===== src/include/iaic_pkg.sv =====
/*
  constants for the two-wire arbitration, cause code and clock shaping block.
  assumes a 16-bit i/o register port and one input clock mclk.
*/
package iaic_pkg;
  // register offsets in i/o space
  localparam logic [2:0] OFF_MODE = 3'h0;
  localparam logic [2:0] OFF_STATUS = 3'h1;
  localparam logic [2:0] OFF_CAUSE = 3'h2;
  localparam logic [2:0] OFF_PSC = 3'h3;
  localparam logic [2:0] OFF_CLKL = 3'h4;
  localparam logic [2:0] OFF_CLKH = 3'h5;
  // mode register fields
  localparam int MODE_IRS_BIT = 0;
  localparam int MODE_MST_BIT = 1;
  localparam int MODE_STP_BIT = 2;
  // status register fields
  localparam int STAT_AL_BIT = 0;
  localparam int STAT_NACK_BIT = 1;
  localparam int STAT_ARDY_BIT = 2;
  localparam int STAT_RRDY_BIT = 3;
  localparam int STAT_XRDY_BIT = 4;
  localparam int STAT_BB_BIT = 12;
  // cause register fields
  localparam int CAUSE_TEST_LSB = 8;
  localparam int CAUSE_TEST_MSB = 11;
  // cause codes
  localparam logic [2:0] CODE_NONE = 3'h0;
  localparam logic [2:0] CODE_AL = 3'h1;
  localparam logic [2:0] CODE_NACK = 3'h2;
  localparam logic [2:0] CODE_ARDY = 3'h3;
  localparam logic [2:0] CODE_RRDY = 3'h4;
  localparam logic [2:0] CODE_XRDY = 3'h5;
  // delay constant per prescale value
  localparam logic [3:0] DLY_PSC0 = 4'h7;
  localparam logic [3:0] DLY_PSC1 = 4'h6;
  localparam logic [3:0] DLY_PSCN = 4'h5;
  // reset values
  localparam logic [15:0] MODE_RST = 16'h0000;
  localparam logic [7:0] PSC_RST = 8'h00;
  localparam logic [15:0] CLKL_RST = 16'h0000;
  localparam logic [15:0] CLKH_RST = 16'h0000;
  localparam logic [16:0] PHASE_CNT_RST = 17'h00000;
  // serial clock phases
  typedef enum logic [2:0]
  {
    PH_IDLE = 3'b001,
    PH_LOW = 3'b010,
    PH_HIGH = 3'b100
  } iaic_phase_t;
endpackage


===== src/rtl/iaic_core.sv =====
/*
  arbitration-lost flag, bus-busy tracking, interrupt cause code, prescaler
  and serial clock low/high shaping. assumes the shift, address and data
  paths report arbitration loss, no-acknowledge, start and stop as one-cycle
  pulses, and ready flags as levels, all synchronous to mclk.
*/
`timescale 1ns/10ps

module iaic_core
(
  input wire logic mclk,
  input wire logic rst,
  input wire logic io_sel,
  input wire logic io_wr,
  input wire logic io_rd,
  input wire logic [2:0] io_addr,
  input wire logic [15:0] io_wdata,
  output logic [15:0] io_rdata,
  input wire logic arb_lost_evt,
  input wire logic nack_evt,
  input wire logic start_det,
  input wire logic stop_det,
  input wire logic ardy_in,
  input wire logic rrdy_in,
  input wire logic xrdy_in,
  input wire logic scl_in,
  output logic scl_out,
  output logic scl_oe_n,
  output logic mod_tick,
  output logic module_out_of_reset,
  output logic master_select,
  output logic stop_request,
  output logic bus_busy_flag,
  output logic arb_lost_irq
);

  logic irs_r, irs_nxt, mst_r, mst_nxt, stp_r, stp_nxt;
  logic al_r, al_nxt, nack_r, nack_nxt, bb_r, bb_nxt;
  logic [3:0] test_field_r, test_field_nxt;
  logic [7:0] psc_r, psc_nxt, psc_act_r, psc_act_nxt, pre_cnt_r, pre_cnt_nxt;
  logic [15:0] scl_low_divisor_r, scl_low_nxt, scl_high_divisor_r, scl_high_nxt;
  logic [15:0] rdata_nxt;
  logic wr_mode, wr_stat, wr_cause, wr_psc, wr_clkl, wr_clkh, rd_cause;
  logic start_busy, al_set, tick_nxt;
  logic [2:0] interrupt_cause_code;
  logic [3:0] dly;
  logic [16:0] low_len, high_len, ph_cnt_r, ph_cnt_nxt;
  iaic_pkg::iaic_phase_t st_r, st_nxt;
  logic scl_oe_n_nxt;

  assign wr_mode = io_sel && io_wr && io_addr == iaic_pkg::OFF_MODE;
  assign wr_stat = io_sel && io_wr && io_addr == iaic_pkg::OFF_STATUS;
  assign wr_cause = io_sel && io_wr && io_addr == iaic_pkg::OFF_CAUSE;
  assign wr_psc = io_sel && io_wr && io_addr == iaic_pkg::OFF_PSC;
  assign wr_clkl = io_sel && io_wr && io_addr == iaic_pkg::OFF_CLKL;
  assign wr_clkh = io_sel && io_wr && io_addr == iaic_pkg::OFF_CLKH;
  assign rd_cause = io_sel && io_rd && io_addr == iaic_pkg::OFF_CAUSE;

  // start asked while bus busy
  assign start_busy = wr_mode && io_wdata[iaic_pkg::MODE_MST_BIT] && !mst_r
    && bb_r && irs_r;
  assign al_set = irs_r && ((arb_lost_evt && mst_r) || start_busy);

  // cause code, highest priority first
  always_comb
  begin
    if (al_r)
      interrupt_cause_code = iaic_pkg::CODE_AL;
    else if (nack_r)
      interrupt_cause_code = iaic_pkg::CODE_NACK;
    else if (ardy_in)
      interrupt_cause_code = iaic_pkg::CODE_ARDY;
    else if (rrdy_in)
      interrupt_cause_code = iaic_pkg::CODE_RRDY;
    else if (xrdy_in)
      interrupt_cause_code = iaic_pkg::CODE_XRDY;
    else
      interrupt_cause_code = iaic_pkg::CODE_NONE;
  end

  // control and flags
  always_comb
  begin
    irs_nxt = irs_r;
    mst_nxt = mst_r;
    stp_nxt = stp_r;
    al_nxt = al_r;
    nack_nxt = nack_r;
    bb_nxt = bb_r;
    test_field_nxt = test_field_r;
    psc_nxt = psc_r;
    psc_act_nxt = psc_act_r;
    scl_low_nxt = scl_low_divisor_r;
    scl_high_nxt = scl_high_divisor_r;
    if (wr_mode)
    begin
      irs_nxt = io_wdata[iaic_pkg::MODE_IRS_BIT];
      mst_nxt = io_wdata[iaic_pkg::MODE_MST_BIT] && !start_busy;
      stp_nxt = io_wdata[iaic_pkg::MODE_STP_BIT];
    end
    if (wr_stat && io_wdata[iaic_pkg::STAT_AL_BIT])
      al_nxt = 1'b0;
    if (rd_cause && interrupt_cause_code == iaic_pkg::CODE_AL)
      al_nxt = 1'b0;
    if (wr_stat && io_wdata[iaic_pkg::STAT_NACK_BIT])
      nack_nxt = 1'b0;
    if (rd_cause && interrupt_cause_code == iaic_pkg::CODE_NACK)
      nack_nxt = 1'b0;
    if (wr_stat && io_wdata[iaic_pkg::STAT_BB_BIT])
      bb_nxt = 1'b0;
    // start/stop seen only out of reset
    if (irs_r && stop_det)
      bb_nxt = 1'b0;
    if (irs_r && start_det)
      bb_nxt = 1'b1;
    if (irs_r && nack_evt)
      nack_nxt = 1'b1;
    if (al_set)
    begin
      al_nxt = 1'b1;
      mst_nxt = 1'b0;
      stp_nxt = 1'b0;
    end
    if (!irs_r)
    begin
      al_nxt = 1'b0;
      nack_nxt = 1'b0;
    end
    if (wr_cause)
      test_field_nxt = io_wdata[iaic_pkg::CAUSE_TEST_MSB:iaic_pkg::CAUSE_TEST_LSB];
    if (wr_psc && !irs_r)
      psc_nxt = io_wdata[7:0];
    if (wr_mode && io_wdata[iaic_pkg::MODE_IRS_BIT] && !irs_r)
      psc_act_nxt = psc_r;
    if (wr_clkl)
      scl_low_nxt = io_wdata;
    if (wr_clkh)
      scl_high_nxt = io_wdata;
  end

  always_ff @(posedge mclk)
  begin
    if (rst)
    begin
      irs_r <= iaic_pkg::MODE_RST[iaic_pkg::MODE_IRS_BIT];
      mst_r <= iaic_pkg::MODE_RST[iaic_pkg::MODE_MST_BIT];
      stp_r <= iaic_pkg::MODE_RST[iaic_pkg::MODE_STP_BIT];
      al_r <= 1'b0;
      nack_r <= 1'b0;
      bb_r <= 1'b0;
      test_field_r <= 4'h0;
      psc_r <= iaic_pkg::PSC_RST;
      psc_act_r <= iaic_pkg::PSC_RST;
      scl_low_divisor_r <= iaic_pkg::CLKL_RST;
      scl_high_divisor_r <= iaic_pkg::CLKH_RST;
    end
    else
    begin
      irs_r <= irs_nxt;
      mst_r <= mst_nxt;
      stp_r <= stp_nxt;
      al_r <= al_nxt;
      nack_r <= nack_nxt;
      bb_r <= bb_nxt;
      test_field_r <= test_field_nxt;
      psc_r <= psc_nxt;
      psc_act_r <= psc_act_nxt;
      scl_low_divisor_r <= scl_low_nxt;
      scl_high_divisor_r <= scl_high_nxt;
    end
  end

  // read data
  always_comb
  begin
    rdata_nxt = 16'h0000;
    if (io_sel && io_rd)
    begin
      unique case (io_addr)
        iaic_pkg::OFF_MODE: rdata_nxt = {13'h0000, stp_r, mst_r, irs_r};
        iaic_pkg::OFF_STATUS: rdata_nxt = {3'h0, bb_r, 7'h00, xrdy_in, rrdy_in,
          ardy_in, nack_r, al_r};
        iaic_pkg::OFF_CAUSE: rdata_nxt = {4'h0, test_field_r, 5'h00,
          interrupt_cause_code};
        iaic_pkg::OFF_PSC: rdata_nxt = {8'h00, psc_r};
        iaic_pkg::OFF_CLKL: rdata_nxt = scl_low_divisor_r;
        iaic_pkg::OFF_CLKH: rdata_nxt = scl_high_divisor_r;
        default: rdata_nxt = 16'h0000;
      endcase
    end
  end

  // prescaler and delay constant
  always_comb
  begin
    pre_cnt_nxt = 8'h00;
    tick_nxt = 1'b0;
    if (irs_r)
    begin
      if (pre_cnt_r == psc_act_r)
        tick_nxt = 1'b1;
      else
        pre_cnt_nxt = 8'(pre_cnt_r + 8'h01);
    end
    if (psc_act_r == 8'h00)
      dly = iaic_pkg::DLY_PSC0;
    else if (psc_act_r == 8'h01)
      dly = iaic_pkg::DLY_PSC1;
    else
      dly = iaic_pkg::DLY_PSCN;
    low_len = {1'b0, scl_low_divisor_r} + {13'h0000, dly};
    high_len = {1'b0, scl_high_divisor_r} + {13'h0000, dly};
  end

  // serial clock phase engine
  always_comb
  begin
    st_nxt = st_r;
    ph_cnt_nxt = ph_cnt_r;
    if (!(irs_r && mst_r))
    begin
      st_nxt = iaic_pkg::PH_IDLE;
      ph_cnt_nxt = iaic_pkg::PHASE_CNT_RST;
    end
    else if (mod_tick)
    begin
      unique case (st_r)
        iaic_pkg::PH_IDLE:
        begin
          st_nxt = iaic_pkg::PH_LOW;
          ph_cnt_nxt = low_len;
        end
        iaic_pkg::PH_LOW:
        begin
          if (ph_cnt_r == 17'h00001)
          begin
            st_nxt = iaic_pkg::PH_HIGH;
            ph_cnt_nxt = high_len;
          end
          else
            ph_cnt_nxt = 17'(ph_cnt_r - 17'h00001);
        end
        iaic_pkg::PH_HIGH:
        begin
          if (ph_cnt_r == 17'h00001)
          begin
            st_nxt = iaic_pkg::PH_LOW;
            ph_cnt_nxt = low_len;
          end
          else
            ph_cnt_nxt = 17'(ph_cnt_r - 17'h00001);
        end
        default:
        begin
          st_nxt = iaic_pkg::PH_IDLE;
          ph_cnt_nxt = iaic_pkg::PHASE_CNT_RST;
        end
      endcase
    end
    scl_oe_n_nxt = st_nxt != iaic_pkg::PH_LOW;
  end

  always_ff @(posedge mclk)
  begin
    if (rst)
    begin
      pre_cnt_r <= 8'h00;
      mod_tick <= 1'b0;
      st_r <= iaic_pkg::PH_IDLE;
      ph_cnt_r <= iaic_pkg::PHASE_CNT_RST;
      scl_oe_n <= 1'b1;
      io_rdata <= 16'h0000;
    end
    else
    begin
      pre_cnt_r <= pre_cnt_nxt;
      mod_tick <= tick_nxt;
      st_r <= st_nxt;
      ph_cnt_r <= ph_cnt_nxt;
      scl_oe_n <= scl_oe_n_nxt;
      io_rdata <= rdata_nxt;
    end
  end

  assign scl_out = 1'b0;
  assign module_out_of_reset = irs_r;
  assign master_select = mst_r;
  assign stop_request = stp_r;
  assign bus_busy_flag = bb_r;
  assign arb_lost_irq = al_r;

  // checks
  logic [16:0] ph_ticks_r;
  always_ff @(posedge mclk)
  begin
    if (rst || st_r != st_nxt)
      ph_ticks_r <= 17'h00000;
    else if (mod_tick)
      ph_ticks_r <= 17'(ph_ticks_r + 17'h00001);
  end
endmodule


===== config.mk =====
export PLATFORM = sky130hd
export DESIGN_NAME = iaic_core
export DESIGN_NICKNAME = d
export VERILOG_FILES = /design/src/include/iaic_pkg.sv /design/src/rtl/iaic_core.sv
export SDC_FILE = /design/constraint.sdc
export NUM_CORES = 1
export LEC_CHECK = 0
export ABC_AREA = 1
export BUFFER_PORTS_ARGS = -buffer_cell sky130_fd_sc_hd__buf_2
export CAP_MARGIN = 15
export CORE_MARGIN = 2
export CORE_UTILIZATION = 54
export CTS_CLUSTER_DIAMETER = 30
export CTS_CLUSTER_SIZE = 8
export DETAILED_ROUTE_END_ITERATION = 10
export PLACE_DENSITY = 0.77
export SLEW_MARGIN = 0
export SYNTH_ARGS = -nofsm -noshare
export SYNTH_HDL_FRONTEND = slang
export SYNTH_SLANG_ARGS = --single-unit

===== constraint.sdc =====
create_clock -name mclk -period 2.3 [get_ports mclk]
set_input_delay 0.23 -clock mclk [delete_from_list [all_inputs] [get_ports mclk]]
set_output_delay 0.23 -clock mclk [all_outputs]
set_load 0.05 [all_outputs]

**Word level (Yosys, flattened, before mapping)**

Index checks and enable logic that the tools add are counted.

- Add/subtract/negate cells: 4
- Eq/ne operators: 14
- Muxes and demuxes: 26
- Bitwise operators: 3
- Reduce and logical (&&, ||, !) cells: 42

Operator list:

| operator | number |
|---|---|
| $pmux 16 s6 | 1 |
| $pmux 17 s3 | 1 |
| $add 16x4->17 | 2 |
| $mux 17 | 2 |
| $logic_and 1x1->1 | 28 |
| $mux 3 | 9 |
| $eq 17x1->1 const B | 1 |
| $sub 17x1->17 const B | 1 |
| $eq 3x2->1 const B | 4 |
| $mux 1 | 10 |
| $eq 3x1->1 const B | 3 |
| $eq 3x3->1 const B | 3 |
| $pmux 3 s3 | 1 |
| $reduce_bool 3->1 | 3 |
| $add 8x1->8 const B | 1 |
| $eq 8x1->1 const B | 1 |
| $eq 8x8->1 | 1 |
| $logic_not 8->1 | 1 |
| $reduce_or 2->1 | 4 |
| $mux 2 | 2 |
| $logic_not 1->1 | 3 |
| $logic_not 3->1 | 1 |
| $ne 3x2->1 const B | 1 |
| $not 1->1 | 3 |
| other kinds (2) | 2 |

- Register bits after elaboration: 104
- Input bits: 32
- Output and inout bits: 24
- Logic and storage cells: 106

**Logic depth before layout (Yosys ltp)**

- Word-level depth: 9
- Gate-level depth with buffers: 15
- Depth with buffers taken out: 15

**Worst setup path before layout**

No wires, ideal clock.

- Kind: reg-to-reg
- Start point: reg psc_act_r[4]
- End point: reg ph_cnt_r[14]
- Library setup time: 120 ps
- Data arrival time: 2,138 ps
- Data required time: 2,180 ps
- Setup slack: 42 ps
- Cell stages (with the launch flop): 12
- Buffers on the path: 0
- Clock period less this slack: 2,258 ps
- Cell sequence: dfxtp_1 > nor4_1 > nand3_1 > fa_1 > a21oi_1 > inv_1 > nor2_1 > nand3_1 > nand3_1 > nand3_1 > nand2_1 > a21oi_1

- Longest elaborated chain between the ends: 6
- Elaborated cells on any way between the ends: 9
- Classes of those cells: add/sub: 2; eq/ne: 1; mux: 5; reduce/logical: 1

Ends and longest elaborated chain:

| item | RTL line | source |
|---|---|---|
| start: declaration | iaic_core.sv:40 | `logic [7:0] psc_r, psc_nxt, psc_act_r, psc_act_nxt, pre_cnt_r, pre_cnt_nxt;` |
| start signal: assignment | iaic_core.sv:153 | `psc_act_r <= iaic_pkg::PSC_RST;` |
| start signal: assignment | iaic_core.sv:167 | `psc_act_r <= psc_act_nxt;` |
| $eq 8x1->1 | iaic_core.sv:207 | `else if (psc_act_r == 8'h01)` |
| $mux 2 | iaic_core.sv:207 |  |
| $mux 2 (*) | iaic_core.sv:205 | `if (psc_act_r == 8'h00)` |
| $add 16x4->17, on equally long branches | iaic_core.sv:211, iaic_core.sv:212 |  |
| $mux 17, on equally long branches | iaic_core.sv:245, iaic_core.sv:235 |  |
| $pmux 17 s3 (*) | iaic_core.sv:227 | `unique case (st_r)` |
| end signal: assignment | iaic_core.sv:270 | `ph_cnt_r <= iaic_pkg::PHASE_CNT_RST;` |
| end signal: assignment | iaic_core.sv:279 | `ph_cnt_r <= ph_cnt_nxt;` |
| end: declaration | iaic_core.sv:47 | `logic [16:0] low_len, high_len, ph_cnt_r, ph_cnt_nxt;` |

Mark *: on every way between the ends. The rest lies on a longest branch, timed or not.
A chain may end at the register's enable or synchronous reset.

**Final worst setup path**

- Start point: reg psc_act_r[7]
- End point: reg ph_cnt_r[6]

Same word-level chain as after synthesis.

==> flow_summary.ini <==
[placed_design]
placed_area_sq_um = 6133
gp_congestion = 0.9040
numPortBuffers = 53
placed_cells_incl_taps = 1003
dp_slack_ns = -0.3089
post-dp-hpwl_um = 11830

[run]
max_cap_viol_count = 0

[power]
switching_share_pct = 26.88
p_clk_share_pct = 35.1
totalPowerFinal_mw = 3.201
peakVddDrop_mv = 0.4873
power_switching_mw = 0.8603
combPwrFrac_pct = 7.3
internal-power_mw = 2.340
leakage_nw = 2.854
power_frac_seq_pct = 57.5
powerDensity_nw_per_um2 = 491.0

[clock_tree]
clock_sinks = 104
cts_tree = built
cts_made_buffers = 9
insertion_delay_ns = 0.38
cts_root_buf = clkbuf_8
clockBufferDepth = 2
hold_buffers = 0
clk_pin_slew_worst_paths_ns = 0.11
htreeDepth = 3

[global_route]
grt_pass1_vias = 5331
track_usage_pct = 27.78
globalRouteOverflowTotal = 0
grt_pass1_wl_um = 24900
antenna_found_initial = 0
grt_max_degree = 32

[finish]
finalNonFillerCells = 1024
drive_gt1_share_pct = 18.02
fin_area_sq_um = 6519
finalNetCount = 924
final_cell_mix = 161 x nand2_1, 102 x dfxtp_1, 100 x inv_1
layout_commonest_cell = nand2_1
area_delta_synth_final_pct = 15.42
diodes = 0

[synth]
yosys_warnings = 0
synth_nets = 853
synth_edf_count = 0
syn_inst = 812
syn_area_sq_um = 5648
synthArstFlopShare_pct = 0
synth_cell_types = 57
syn_area_per_cell_sq_um = 6.956
synthFlopType = dfxtp_1
yosysTopAreaCell = dfxtp_1
ys_top_cells_by_area = dfxtp_1 37%, nand2_1 11%, inv_1 6.9%, nor2_1 6.6%, a21oi_1 6.4%
synth_top_area_share_pct = 36.86
ys_ff_latch = 104
seq_area_frac_synth_pct = 36.86

[critical_path]
cp-end-kind = flip-flop
path_cells = nor4_4, nand3_1, buf_6, fa_2, a21oi_4, inv_2, buf_6, nor2_4, xor2_1, a21oi_1, o211ai_1, nand2_1, inv_1
path_common_cell = buf_6
path_max_fanout = 3
cp_slowest_stage_delay_ns = 0.37
cpMaxStageDelayCell = fa_2
required_ns = 2.64
start_kind = flip-flop
rr_startpoint = psc_act_r[7]
cp.arrival_ns = 2.67
crit_path_start = psc_act_r[7]
path_class = reg2reg

[hold_path]
min-delay-path-class = in2reg
hold_start = start_det

[detailed_routing]
vias = 5756
drt-pass1-iter-count = 5
drc = 0
ant_nets = 0
finalWirelength_um = 15610
routed_via_density = 5.621
drt_iter0_markers = 339
wl_per_cell_um = 15.24

[sta]
rsz0062_at_grt = true
slew_violations = 0
tightest_slew_ns = 0.6241
finClkSkew_ns = 0.01733
max_freq_ghz = 0.4294
post-route-period-util_pct = 101.2
finalWorstSetupSlack_ns = -0.02869
slew_headroom_pct = 58.35
finalCriticalPeriod_ns = 2.329
finalSetupViolCount = 2
hold_viol = 0

[floorplanning]
die_h_um = 106.3
dieArea_sq_um = 11290
die_w_um = 106.3
num_io_pins = 56
row_count = 37
initial_utilization_pct = 55.20
coreArea_sq_um = 10230

[outcome]
outcome = finished with violations
violations = negative setup slack
[per-stage QoR]
step / setup TNS, ns / util [%] / hold WS, ns
floorplan: 0 / - / 0.2991
detailed placement: -1.930 / 59.95 / 0.4454
global route: -1.433 / 63.72 / 0.04879
CTS: -0.04463 / 62.13 / 0.04362
finish: -0.05438 / 63.72 / 0.04693
global placement: -0.7142 / 59.95 / 0.4402
[what timing repair did]
action | CTS | global route
gates cloned | 0 | 0
endpoints found under the setup margin | 12 | 13
setup buffers | 2 | 3
gates resized for setup | 6 | 39
pin swaps | 4 | 17
hold endpoints to repair | 0 | 0
[power by group through the flow]
| stage | Sequential (mW) | Clock (mW) | Combinational, mW |
|---|---|---|---|
| finish | 1.84 | 1.12 | 0.234 |
| detailed placement | 1.88 | 0 | 0.217 |
| global placement | 1.88 | 0 | 0.210 |
| global route | 1.84 | 1.19 | 0.257 |
| floorplan | 1.88 | 0 | 0.122 |
| CTS | 1.84 | 1.13 | 0.221 |
[area by class of cell]
class                   instances  area [sq um]
fillers                       917          3712
multi-input cells             579          3191
flip-flops and latches        104          2085
repair buffers                 78         464.2
inverters                     111         421.7
well taps                     136         170.2
clock buffers                  10         137.6
clock inverters                 6         50.05
[worst max-delay path: cells and delay by family (launching register included)]
family                   cells  cell delay [ns]
buffers and inverters        4             0.41
XOR/XNOR                     1             0.19
adder cells (fa/ha/maj)      1             0.37
AO/OA/AOI/OAI                3             0.39
AND/OR/NAND/NOR              4             0.59
flip-flops                   1             0.34
[metal layers]
metal | wire (um) | global-route usage, %
met1 | 6386 | 34.81
met2 | 7574 | 46.29
met3 | 1041 | 4.782
met4 | 604 | 13.35
met5 | 0 | 0
[synth_stat cells, types with 3 or more instances]
| cell | number |
|---|---|
| inv_2 | 3 |
| nor3_1 | 9 |
| o211ai_1 | 6 |
| o221ai_1 | 4 |
| a21oi_1 | 72 |
| nor2_2 | 7 |
| inv_1 | 104 |
| nor2_1 | 99 |
| nand4_1 | 8 |
| o21ai_1 | 3 |
| o22ai_1 | 10 |
| clkinv_1 | 3 |
| nand3_1 | 41 |
| clkbuf_1 | 12 |
| nor2_4 | 3 |
| nand3_2 | 4 |
| nor4_1 | 4 |
| dfxtp_1 | 104 |
| or2_2 | 4 |
| xor2_1 | 27 |
| ha_1 | 7 |
| nand2_1 | 163 |
| o21ai_0 | 71 |
[registers in the layout, indices dropped and copies added (netlist names), 3 cells and up]
signal,count
psc_act_r,8
pre_cnt_r,8
psc_r,8
st_r,3
scl_low_divisor_r,16
scl_high_divisor_r,16
ph_cnt_r,17
test_field_r,4
io_rdata,16
[path summary, 6_finish.rpt]
kind	end	slack [ns]	cells after the start
setup reg to reg	ph_cnt_r[6]	-0.03	13
setup / recovery	ph_cnt_r[6]	-0.03	13
hold / removal	bus_busy_flag	0.05	2
hold reg to reg	test_field_r[3]	0.47	2
[cell families after synthesis]
family / synth area share (%)
buffers and inverters: 9.193
adder cells (fa/ha/maj): 2.260
XOR/XNOR: 4.497
AO/OA/AOI/OAI: 18.28
flip-flops: 36.86
AND/OR/NAND/NOR: 28.84
other: 0.06640
No activity file was read; power rests on OpenSTA's default activity.
